[src/rtl/pit_pkg.sv]
`default_nettype none
// ----------------------------------------
// Shared constants for the interval timer
// ----------------------------------------
package pit_pkg;
   // Port addresses on the two select lines
   localparam logic [1:0] ADDR_CNT0 = 2'h0;
   localparam logic [1:0] ADDR_CNT1 = 2'h1;
   localparam logic [1:0] ADDR_CNT2 = 2'h2;
   localparam logic [1:0] ADDR_CTRL = 2'h3;
   // Control word field positions
   localparam int CW_SEL_HI = 7;
   localparam int CW_SEL_LO = 6;
   localparam int CW_ACC_HI = 5;
   localparam int CW_ACC_LO = 4;
   localparam int CW_MODE_HI = 3;
   localparam int CW_MODE_LO = 1;
   localparam int CW_BCD = 0;
   // Access field encodings
   localparam logic [1:0] ACC_LATCH = 2'h0;
   localparam logic [1:0] ACC_LOW = 2'h1;
   localparam logic [1:0] ACC_HIGH = 2'h2;
   localparam logic [1:0] ACC_BOTH = 2'h3;
   // Select field value for read-back
   localparam logic [1:0] SEL_READBACK = 2'h3;
   // Mode numbers
   localparam logic [2:0] MODE_INT = 3'h0;
   localparam logic [2:0] MODE_ONESHOT = 3'h1;
   localparam logic [2:0] MODE_RATE = 3'h2;
   localparam logic [2:0] MODE_SQUARE = 3'h3;
   localparam logic [2:0] MODE_SWSTB = 3'h4;
   localparam logic [2:0] MODE_HWSTB = 3'h5;
   // Read-back bit positions
   localparam int RB_NCOUNT = 5;
   localparam int RB_NSTATUS = 4;
   localparam int RB_CNT0 = 1;
   // Decimal largest digit
   localparam logic [3:0] BCD_NINE = 4'h9;
   // Idle state of the counter configuration after reset
   localparam logic [5:0] CW_RESET = 6'h00;
   localparam int NUM_CNT = 3;
endpackage : pit_pkg
`default_nettype wire

[src/rtl/pit_counter.sv]
`default_nettype none
// ----------------------------------------
// One 16-bit down counter channel
// ----------------------------------------
module pit_counter
   import pit_pkg::*;
(
   input wire logic clk,
   input wire logic sys_rst,
   input wire logic cntClk,
   input wire logic cntGate,
   input wire logic cwWr,
   input wire logic [5:0] cwIn,
   input wire logic dataWr,
   input wire logic [7:0] dataIn,
   input wire logic dataRd,
   input wire logic latchCnt,
   input wire logic latchStat,
   output logic [7:0] rdData,
   output logic cntOut
);
   // ----------------------------------------
   // Decimal-aware helpers
   // ----------------------------------------
   // One step down, binary or four decimal digits
   function automatic logic [15:0] decr(input logic [15:0] v,
                                        input logic bcd);
      logic [15:0] r;
      r = v - 16'h0001;
      if (bcd)
      begin
         for (int i = 0; i < 4; i++)
         begin
            if (v[4*i +: 4] == 4'h0)
               r[4*i +: 4] = BCD_NINE;
            else
            begin
               r[4*i +: 4] = v[4*i +: 4] - 4'h1;
               break;
            end
         end
      end
      return r;
   endfunction : decr

   logic [5:0] cw_q; // Access, mode, decimal flag
   logic [15:0] count_q; // Counting element
   logic [15:0] init_q; // Count register
   logic [15:0] latch_q; // Output latch
   logic latched_q; // Output latch holds a value
   logic [7:0] stat_q; // Latched status byte
   logic statLatched_q; // Status waiting to be read
   logic wrHigh_q; // Next write is high byte
   logic rdHigh_q; // Next read is high byte
   logic armed_q; // Value loaded, counting allowed
   logic newVal_q; // Count register holds fresh value
   logic nullCnt_q; // Value not yet in counting element
   logic trig_q; // Gate edge waiting for a clock fall
   logic clkPrev_q;
   logic gatePrev_q;
   logic half_q; // Square wave second half flag
   logic out_q;
   logic [1:0] acc;
   logic [2:0] mode;
   logic bcd;
   logic fall;
   logic gateRise;
   logic loadDone;
   logic [15:0] newInit;
   logic [15:0] rdSrc; // Latched or live count

   assign acc = cw_q[5:4];
   assign mode = cw_q[3:1];
   assign bcd = cw_q[0];
   assign fall = clkPrev_q & ~cntClk;
   assign gateRise = cntGate & ~gatePrev_q;
   // Value completed by this write
   assign loadDone = dataWr & (acc != ACC_BOTH | wrHigh_q);
   always_comb
   begin
      newInit = init_q;
      case (acc)
         ACC_LOW: newInit = {8'h00, dataIn};
         ACC_HIGH: newInit = {dataIn, 8'h00};
         ACC_BOTH: newInit = wrHigh_q ? {dataIn, init_q[7:0]}
                                      : {init_q[15:8], dataIn};
         default: newInit = init_q;
      endcase
   end

   // ----------------------------------------
   // Edge history
   // ----------------------------------------
   always_ff @(posedge clk)
   begin
      clkPrev_q <= cntClk;
      gatePrev_q <= cntGate;
   end

   // ----------------------------------------
   // Configuration and byte pointers
   // ----------------------------------------
   // Reset loads the control word with CW_RESET; software must program it
   always_ff @(posedge clk)
   begin
      if (sys_rst)
      begin
         cw_q <= CW_RESET;
         wrHigh_q <= 1'b0;
         init_q <= 16'h0000;
      end
      else if (cwWr)
      begin
         cw_q <= cwIn;
         wrHigh_q <= 1'b0;
      end
      else if (dataWr)
      begin
         init_q <= newInit;
         if (acc == ACC_BOTH)
            wrHigh_q <= ~wrHigh_q;
      end
   end

   // ----------------------------------------
   // Count latch and read path
   // ----------------------------------------
   always_ff @(posedge clk)
   begin
      if (sys_rst | cwWr)
      begin
         latched_q <= 1'b0;
         statLatched_q <= 1'b0;
         rdHigh_q <= 1'b0;
      end
      else
      begin
         // First latch wins until read out
         if (latchCnt & ~latched_q)
         begin
            latch_q <= count_q;
            latched_q <= 1'b1;
         end
         if (latchStat & ~statLatched_q)
         begin
            stat_q <= {out_q, nullCnt_q, cw_q};
            statLatched_q <= 1'b1;
         end
         if (dataRd)
         begin
            if (statLatched_q)
               statLatched_q <= 1'b0;
            else if (acc == ACC_BOTH & ~rdHigh_q)
               rdHigh_q <= 1'b1;
            else
            begin
               rdHigh_q <= 1'b0;
               latched_q <= 1'b0;
            end
         end
      end
   end

   // Frozen count wins over the live one until read out
   assign rdSrc = latched_q ? latch_q : count_q;

   // Read mux registered for a clean bus drive
   always_ff @(posedge clk)
   begin
      if (sys_rst)
         rdData <= 8'h00;
      else if (statLatched_q)
         rdData <= stat_q;
      else if (acc == ACC_HIGH | (acc == ACC_BOTH & rdHigh_q))
         rdData <= rdSrc[15:8];
      else
         rdData <= rdSrc[7:0];
   end

   // ----------------------------------------
   // Counting element and output
   // ----------------------------------------
   // Outside modes 4 and 5, zero loads count as 65536 or 10000 by wrapping through zero, per half period in mode 3
   always_ff @(posedge clk)
   begin
      if (sys_rst)
      begin
         armed_q <= 1'b0;
         newVal_q <= 1'b0;
         nullCnt_q <= 1'b1;
         trig_q <= 1'b0;
         half_q <= 1'b0;
         out_q <= 1'b1;
         count_q <= 16'h0000;
      end
      else if (cwWr)
      begin
         armed_q <= 1'b0;
         newVal_q <= 1'b0;
         nullCnt_q <= 1'b1;
         trig_q <= 1'b0;
         half_q <= 1'b0;
         out_q <= (cwIn[3:1] != MODE_INT);
      end
      else
      begin
         if (loadDone)
         begin
            newVal_q <= 1'b1;
            nullCnt_q <= 1'b1;
            if (mode == MODE_INT)
            begin
               armed_q <= 1'b0; // Restart at next fall
               out_q <= 1'b0;
            end
            else if (mode == MODE_SWSTB | ~armed_q)
               armed_q <= 1'b0; // Fresh start
         end
         else if (dataWr & mode == MODE_INT)
            armed_q <= 1'b0; // First byte halts count
         if (gateRise)
            trig_q <= 1'b1;
         if (fall)
         begin
            trig_q <= 1'b0;
            if (newVal_q & ~armed_q & (mode == MODE_INT |
                mode == MODE_SWSTB |
                ((mode == MODE_RATE | mode == MODE_SQUARE) & cntGate)))
            begin
               // Square wave counts halves from the first period on
               count_q <= (mode == MODE_SQUARE) ? {1'b0, init_q[15:1]}
                                                : init_q;
               armed_q <= 1'b1;
               newVal_q <= 1'b0;
               nullCnt_q <= 1'b0;
               half_q <= 1'b0;
            end
            else if (trig_q & newVal_q | trig_q & armed_q &
                     (mode == MODE_ONESHOT | mode == MODE_HWSTB) |
                     trig_q & (mode == MODE_RATE | mode == MODE_SQUARE))
            begin
               // Retrigger
               count_q <= (mode == MODE_SQUARE) ? {1'b0, init_q[15:1]}
                                                : init_q;
               armed_q <= 1'b1;
               newVal_q <= 1'b0;
               nullCnt_q <= 1'b0;
               half_q <= 1'b0;
               out_q <= (mode != MODE_ONESHOT);
            end
            else if (armed_q)
            begin
               case (mode)
                  MODE_INT:
                  begin
                     if (cntGate)
                     begin
                        count_q <= decr(count_q, bcd);
                        if (count_q == 16'h0001)
                           out_q <= 1'b1;
                     end
                  end
                  MODE_ONESHOT:
                  begin
                     count_q <= decr(count_q, bcd);
                     if (count_q == 16'h0001)
                        out_q <= 1'b1;
                  end
                  MODE_RATE:
                  begin
                     if (cntGate)
                     begin
                        if (count_q == 16'h0002)
                        begin
                           out_q <= 1'b0;
                           count_q <= 16'h0001;
                        end
                        else if (count_q == 16'h0001)
                        begin
                           out_q <= 1'b1;
                           count_q <= init_q;
                           newVal_q <= 1'b0;
                           nullCnt_q <= 1'b0;
                        end
                        else
                           count_q <= decr(count_q, bcd);
                     end
                  end
                  MODE_SQUARE:
                  begin
                     if (cntGate)
                     begin
                        // Half period ends: reload
                        // Odd counts spend one extra clock in the high half
                        if (count_q == 16'h0001 & (half_q | ~init_q[0]) |
                            count_q == 16'h0000 & ~half_q & init_q[0])
                        begin
                           out_q <= ~out_q;
                           half_q <= ~half_q;
                           count_q <= {1'b0, init_q[15:1]};
                           newVal_q <= 1'b0;
                           nullCnt_q <= 1'b0;
                        end
                        else
                           count_q <= decr(count_q, bcd);
                     end
                  end
                  MODE_SWSTB, MODE_HWSTB:
                  begin
                     if (cntGate | mode == MODE_HWSTB)
                     begin
                        count_q <= decr(count_q, bcd);
                        out_q <= (count_q != 16'h0001);
                        if (count_q == 16'h0000)
                           armed_q <= 1'b0;
                     end
                  end
                  default: out_q <= out_q;
               endcase
            end
         end
         // Low gate forces output high in rate and square wave modes
         if (~cntGate & (mode == MODE_RATE | mode == MODE_SQUARE))
         begin
            out_q <= 1'b1;
            trig_q <= 1'b0;
         end
      end
   end

   assign cntOut = out_q;
endmodule : pit_counter
`default_nettype wire

[src/rtl/pit_timer.sv]
`default_nettype none
module pit_timer
   import pit_pkg::*;
(
   input wire logic clk,
   input wire logic sys_rst,
   input wire logic chipSel_n,
   input wire logic rdStb_n,
   input wire logic wrStb_n,
   input wire logic port_sel_lsb,
   input wire logic port_sel_msb,
   input wire logic [7:0] dataIn,
   output logic [7:0] dataOut,
   output logic dataOe,
   input wire logic [pit_pkg::NUM_CNT-1:0] cntClk,
   input wire logic [pit_pkg::NUM_CNT-1:0] cntGate,
   output logic [pit_pkg::NUM_CNT-1:0] cntOut
);
   // ----------------------------------------
   // Bus strobe edges
   // ----------------------------------------
   logic wrPrev_q; // Write strobe history
   logic rdPrev_q; // Read strobe history
   logic [1:0] addr;
   logic wrDone; // Write strobe rising while selected
   logic rdDone; // Read strobe rising while selected
   logic rdActive;
   logic [7:0] rdBus [NUM_CNT]; // Per-counter read bytes
   logic [NUM_CNT-1:0] outRaw;

   assign addr = {port_sel_msb, port_sel_lsb};
   // Data taken at end of strobe; chip select gates writes, reads and the bus
   assign wrDone = ~chipSel_n & wrStb_n & ~wrPrev_q;
   assign rdDone = ~chipSel_n & rdStb_n & ~rdPrev_q;
   assign rdActive = ~chipSel_n & ~rdStb_n & wrStb_n &
                     addr != ADDR_CTRL;

   // Strobe history, idle high
   always_ff @(posedge clk)
   begin
      if (sys_rst)
      begin
         wrPrev_q <= 1'b1;
         rdPrev_q <= 1'b1;
      end
      else
      begin
         wrPrev_q <= wrStb_n;
         rdPrev_q <= rdStb_n;
      end
   end

   // ----------------------------------------
   // Control word decode
   // ----------------------------------------
   logic isCtrlWr;
   logic isReadBack;
   logic [1:0] cwSel;
   assign isCtrlWr = wrDone & addr == ADDR_CTRL;
   assign cwSel = dataIn[CW_SEL_HI:CW_SEL_LO];
   assign isReadBack = cwSel == SEL_READBACK;

   // ----------------------------------------
   // Channels, each steered independently
   // ----------------------------------------
   generate
      for (genvar i = 0; i < NUM_CNT; i++)
      begin : g_cnt
         logic sel;
         logic cfg;
         logic latchC;
         logic latchS;
         logic rbHit;
         assign sel = ~isReadBack & cwSel == 2'(i);
         assign rbHit = isReadBack & dataIn[RB_CNT0 + i];
         // Configure only on non-latch access codes
         assign cfg = isCtrlWr & sel &
                      dataIn[CW_ACC_HI:CW_ACC_LO] != ACC_LATCH;
         assign latchC = isCtrlWr & (sel &
                         dataIn[CW_ACC_HI:CW_ACC_LO] == ACC_LATCH |
                         rbHit & ~dataIn[RB_NCOUNT]);
         assign latchS = isCtrlWr & rbHit & ~dataIn[RB_NSTATUS];
         pit_counter u_cnt (
            .clk(clk),
            .sys_rst(sys_rst),
            .cntClk(cntClk[i]),
            .cntGate(cntGate[i]),
            .cwWr(cfg),
            .cwIn(dataIn[CW_ACC_HI:CW_BCD]),
            .dataWr(wrDone & addr == 2'(i)),
            .dataIn(dataIn),
            .dataRd(rdDone & addr == 2'(i)),
            .latchCnt(latchC),
            .latchStat(latchS),
            .rdData(rdBus[i]),
            .cntOut(outRaw[i])
         );
      end
   endgenerate

   // ----------------------------------------
   // Registered outputs
   // ----------------------------------------
   // Read byte and enable, one cycle behind the strobe
   always_ff @(posedge clk)
   begin
      if (sys_rst)
      begin
         dataOut <= 8'h00;
         dataOe <= 1'b0;
      end
      else
      begin
         dataOe <= rdActive;
         dataOut <= (addr == ADDR_CTRL) ? 8'h00 : rdBus[addr];
      end
   end

   // Counter outputs retimed through one flop
   always_ff @(posedge clk)
   begin
      if (sys_rst)
         cntOut <= '1;
      else
         cntOut <= outRaw;
   end
endmodule : pit_timer
`default_nettype wire

[config.mk]
export PLATFORM = sky130hd
export DESIGN_NAME = pit_timer
export DESIGN_NICKNAME = d
export VERILOG_FILES = /design/src/rtl/pit_pkg.sv /design/src/rtl/pit_counter.sv /design/src/rtl/pit_timer.sv
export SDC_FILE = /design/constraint.sdc
export NUM_CORES = 1
export LEC_CHECK = 0
export BUFFER_PORTS_ARGS = -buffer_cell sky130_fd_sc_hd__clkbuf_2
export CAP_MARGIN = 20
export CORE_AREA = 2 2 191 193
export CTS_BUF_LIST = sky130_fd_sc_hd__clkbuf_16
export DETAILED_ROUTE_END_ITERATION = 10
export DIE_AREA = 0 0 193 195
export GPL_TIMING_DRIVEN = 0
export PLACE_DENSITY_LB_ADDON = 0.25
export SYNTH_ARGS = -nofsm -noshare
export SYNTH_HDL_FRONTEND = slang
export SYNTH_SLANG_ARGS = --single-unit
[constraint.sdc]
create_clock -name clk -period 7.5 [get_ports clk]
set_input_delay 1.5 -clock clk [delete_from_list [all_inputs] [get_ports clk]]
set_output_delay 1.5 -clock clk [all_outputs]
set_load 0.1 [all_outputs]
==> results.json <==
{
  "die_h_um": 195,
  "vias": 13039,
  "ys_seq_elements": 260,
  "start_kind": "input port",
  "combPwrFrac_pct": 5.6,
  "utilization_pct": 44.4,
  "io_pins": 33,
  "place_congestion": 0.959,
  "cts_sinks": 260,
  "finalHoldViolations": 0,
  "tightest_slew_ps": 1150,
  "clockBufferDepth": 3,
  "cts_tree": "built",
  "track_usage_pct": 24.7,
  "routed_wirelength_mm": 46.7,
  "initial_core_util_pct": 39.5,
  "finalCritPeriodShare_pct": 48.5,
  "clock_skew_ps": 22.2,
  "wl_per_cell_um": 21.7,
  "drive_gt1_share_pct": 9.47,
  "p_seq_share_pct": 48.2,
  "fin_hold_ws_ps": 425,
  "min_path_cells": 0,
  "placed_area_um2": 14800,
  "setup_viol": 0,
  "synth_edf_count": 72,
  "grt-ovfl-total": 0,
  "synth-seq-area-share_pct": 42.3,
  "path_clk_slew_ps": 60,
  "cp_cell_sequence": "clkbuf_2, nor3b_2, nand3_1, nor4_4, nor2_1, a31oi_2, buf_2, a221oi_1, a211oi_1",
  "rsz0062_at_grt": "false",
  "syn_to_final_growth_pct": 12.2,
  "post-route-min-period_ps": 3640,
  "synthArstFlopShare_pct": 0,
  "power.share.switching_pct": 24.0,
  "synthAdderAreaFrac_pct": 1.07,
  "synth_top_family_by_area": "simple AND/OR/NAND/NOR gates",
  "worst_hold_path_type": "flip-flop to flip-flop",
  "critPathBufInv": 2,
  "cts_resized": 0,
  "muxShareOfSynthArea_pct": 8.64,
  "fillers": 3495,
  "dp_hpwl_mm": 34.4,
  "die_area_um2": 37600,
  "arrival_ps": 4120,
  "worstSetupEndpointType": "flip-flop",
  "fmax_mhz": 275,
  "run_status": "finished, final reports clean",
  "crit_slowest_cell": "nor4_4",
  "pwr_density_cell_nw_per_um2": 192,
  "synth.area.top_cells": "dfxtp_1, edfxtp_1, nand2_1, nor2_1, mux2i_1",
  "antenna_found_initial": 3,
  "final_area_um2": 15700,
  "ant_nets": 0,
  "synthCells": 1601,
  "crit_fanout": 10,
  "postCtsHoldBufs": 0,
  "synthSimpleGateAreaFrac_pct": 23.5,
  "grt_pass1_wl_mm": 72.1,
  "drv_cap": 0,
  "p_sw_uw": 725,
  "nets": 1699,
  "yosysMostFrequentCell": "nand2_1",
  "ff2ff_path_depth": 8,
  "dieWidth_um": 193,
  "synth_xor_area_share_pct": 1.44,
  "ir_drop_v": 0.000174,
  "register_area_um2": 5930,
  "yosys_warnings": 0,
  "relSlewSlack_pct": 22.4,
  "cts_buffers": 30,
  "multi_input_area_um2": 7590,
  "grt_pass1_vias": 12137,
  "clock_power_share_pct": 46.2,
  "grt_max_degree": 17,
  "path_class": "input port to flip-flop",
  "p_leak_nw": 5.51,
  "rows": 69,
  "vias_per_cell": 6.06,
  "post_cts_buffers": 0,
  "finalMaxSlewViolations": 0,
  "ys_types": 89,
  "syn_area_um2": 14000,
  "internal_power_mw": 2.29,
  "cp_data_required_time_ps": 7980,
  "critical-path-top-delay-family": "simple AND/OR/NAND/NOR gates",
  "insertion_delay_ps": 570,
  "yosys.area.top_type_share_pct": 26.9,
  "port_buffers": 29,
  "path_depth": 9,
  "cts_root_buf": "clkbuf_16",
  "synth_fp_nets": 1634,
  "max_stage_delay_ps": 750,
  "synth_area_leader_cell": "dfxtp_1",
  "syn_avg_cell_area_um2": 8.74,
  "drtPass1Iterations": 6,
  "synth_flop_cell": "dfxtp_1",
  "drtIter0Drc": 1276,
  "drc": 0,
  "synth-compound-area-share_pct": 19.5,
  "setup-tns-final_ps": 0,
  "total_power_mw": 3.02,
  "core-area_um2": 35400,
  "h-tree-depth": 1,
  "synthTopCellsByCount": "nand2_1, dfxtp_1, nor2_1"
}
## placed cells by master, fill, tap and decap left out, types with 10 or more instances in the layout
cell type and n:
edfxtp_1 72, nor2b_1 15, clkbuf_1 81, ha_1 12
a221oi_1 16, mux4_2 23, a31oi_1 17, nand4_1 14
a211oi_1 18, clkbuf_2 29, o31ai_1 12, buf_2 13
o21ai_1 11, nand2_1 209, inv_1 33, a311oi_1 10
clkbuf_16 32, xor2_1 10, or3_1 11, a22o_1 13
mux2i_1 63, xnor2_1 13, nor2_1 179, nand3_1 93
dfxtp_1 188, nor4_1 14, nor3_1 43, o21ai_0 73
or2_2 17, a21oi_1 120, nand2b_1 17, o211ai_1 16
a32o_1 12
## power by group through the flow
stage	registers, mW	logic, mW	clock network (mW)
global route	1.45	0.183	1.48
detailed placement	1.48	0.166	0
global placement	1.48	0.166	0
finish	1.45	0.170	1.39
floorplan	1.49	0.100	0
CTS	1.45	0.167	1.42
## worst reg2reg max path, delay by kind of cell, from the launching register on
| family | cells | cell delay [ps] |
|---|---|---|
| AOI/OAI and AO/OA | 4 | 1620 |
| and+or+nand+nor | 3 | 1150 |
| DFF | 1 | 330 |
| buffers and inverters | 1 | 190 |
## path summary, 6_finish.rpt
kind                              start  slack (ps)                         end
min reg2reg  g_cnt[2].u_cnt.count_q[12]         430  g_cnt[2].u_cnt.latch_q[12]
max                             wrStb_n        3860   g_cnt[1].u_cnt.count_q[9]
min          g_cnt[2].u_cnt.count_q[12]         430  g_cnt[2].u_cnt.latch_q[12]
max reg2reg   g_cnt[2].u_cnt.count_q[4]        4080   g_cnt[2].u_cnt.count_q[3]
## area by class of cell
cell class              count  share of cell area [%]
multi-input cells        1213                    48.3
diodes                      2                  0.0319
clock buffers              32                    5.10
plain buffers             100                    2.48
inverters                  28                   0.669
well taps                 461                    3.67
repair buffers             33                    1.13
clock inverters            24                   0.876
flip-flops and latches    260                    37.7
## routing by layer
layer / vias up / wire (um) / track usage [%]
li1: 6074 / - / -
met1: 6305 / 21100 / 36.0
met2: 574 / 20300 / 37.2
met3: 86 / 3690 / 3.77
met4: 0 / 1500 / 8.08
met5: - / 0 / 0
## per-stage QoR
stage / worst slack (ps) / std cells
2_1_floorplan: 3550 / 1601
3_3_place_gp: 2540 / 2091
3_5_place_dp: 3170 / 2093
4_1_cts: 3760 / 2149
5_1_grt: 3720 / 2152
6_report: 3860 / 2153
## sequential cells by signal, summed over array words and instances, names as in the netlist, 8 cells and up
| register | flops |
|---|---|
| dataOut | 8 |
| g_cnt.u_cnt.init_q | 48 |
| g_cnt.u_cnt.count_q | 48 |
| g_cnt.u_cnt.latch_q | 48 |
| g_cnt.u_cnt.stat_q | 24 |
| g_cnt.u_cnt.cw_q | 18 |
| g_cnt.u_cnt.rdData | 24 |
## cells by family (layout without fill, tap and decap cells)
family	count (synthesis)	count (layout)
buffers and inverters	128	217
other	0	2
XOR/XNOR	23	23
multiplexers	90	90
flip-flops	260	260
AND/OR/NAND/NOR	680	680
AO/OA/AOI/OAI	408	408
adder cells (fa/ha/maj)	12	12
Note: power is estimated with default switching activity, not from simulation.
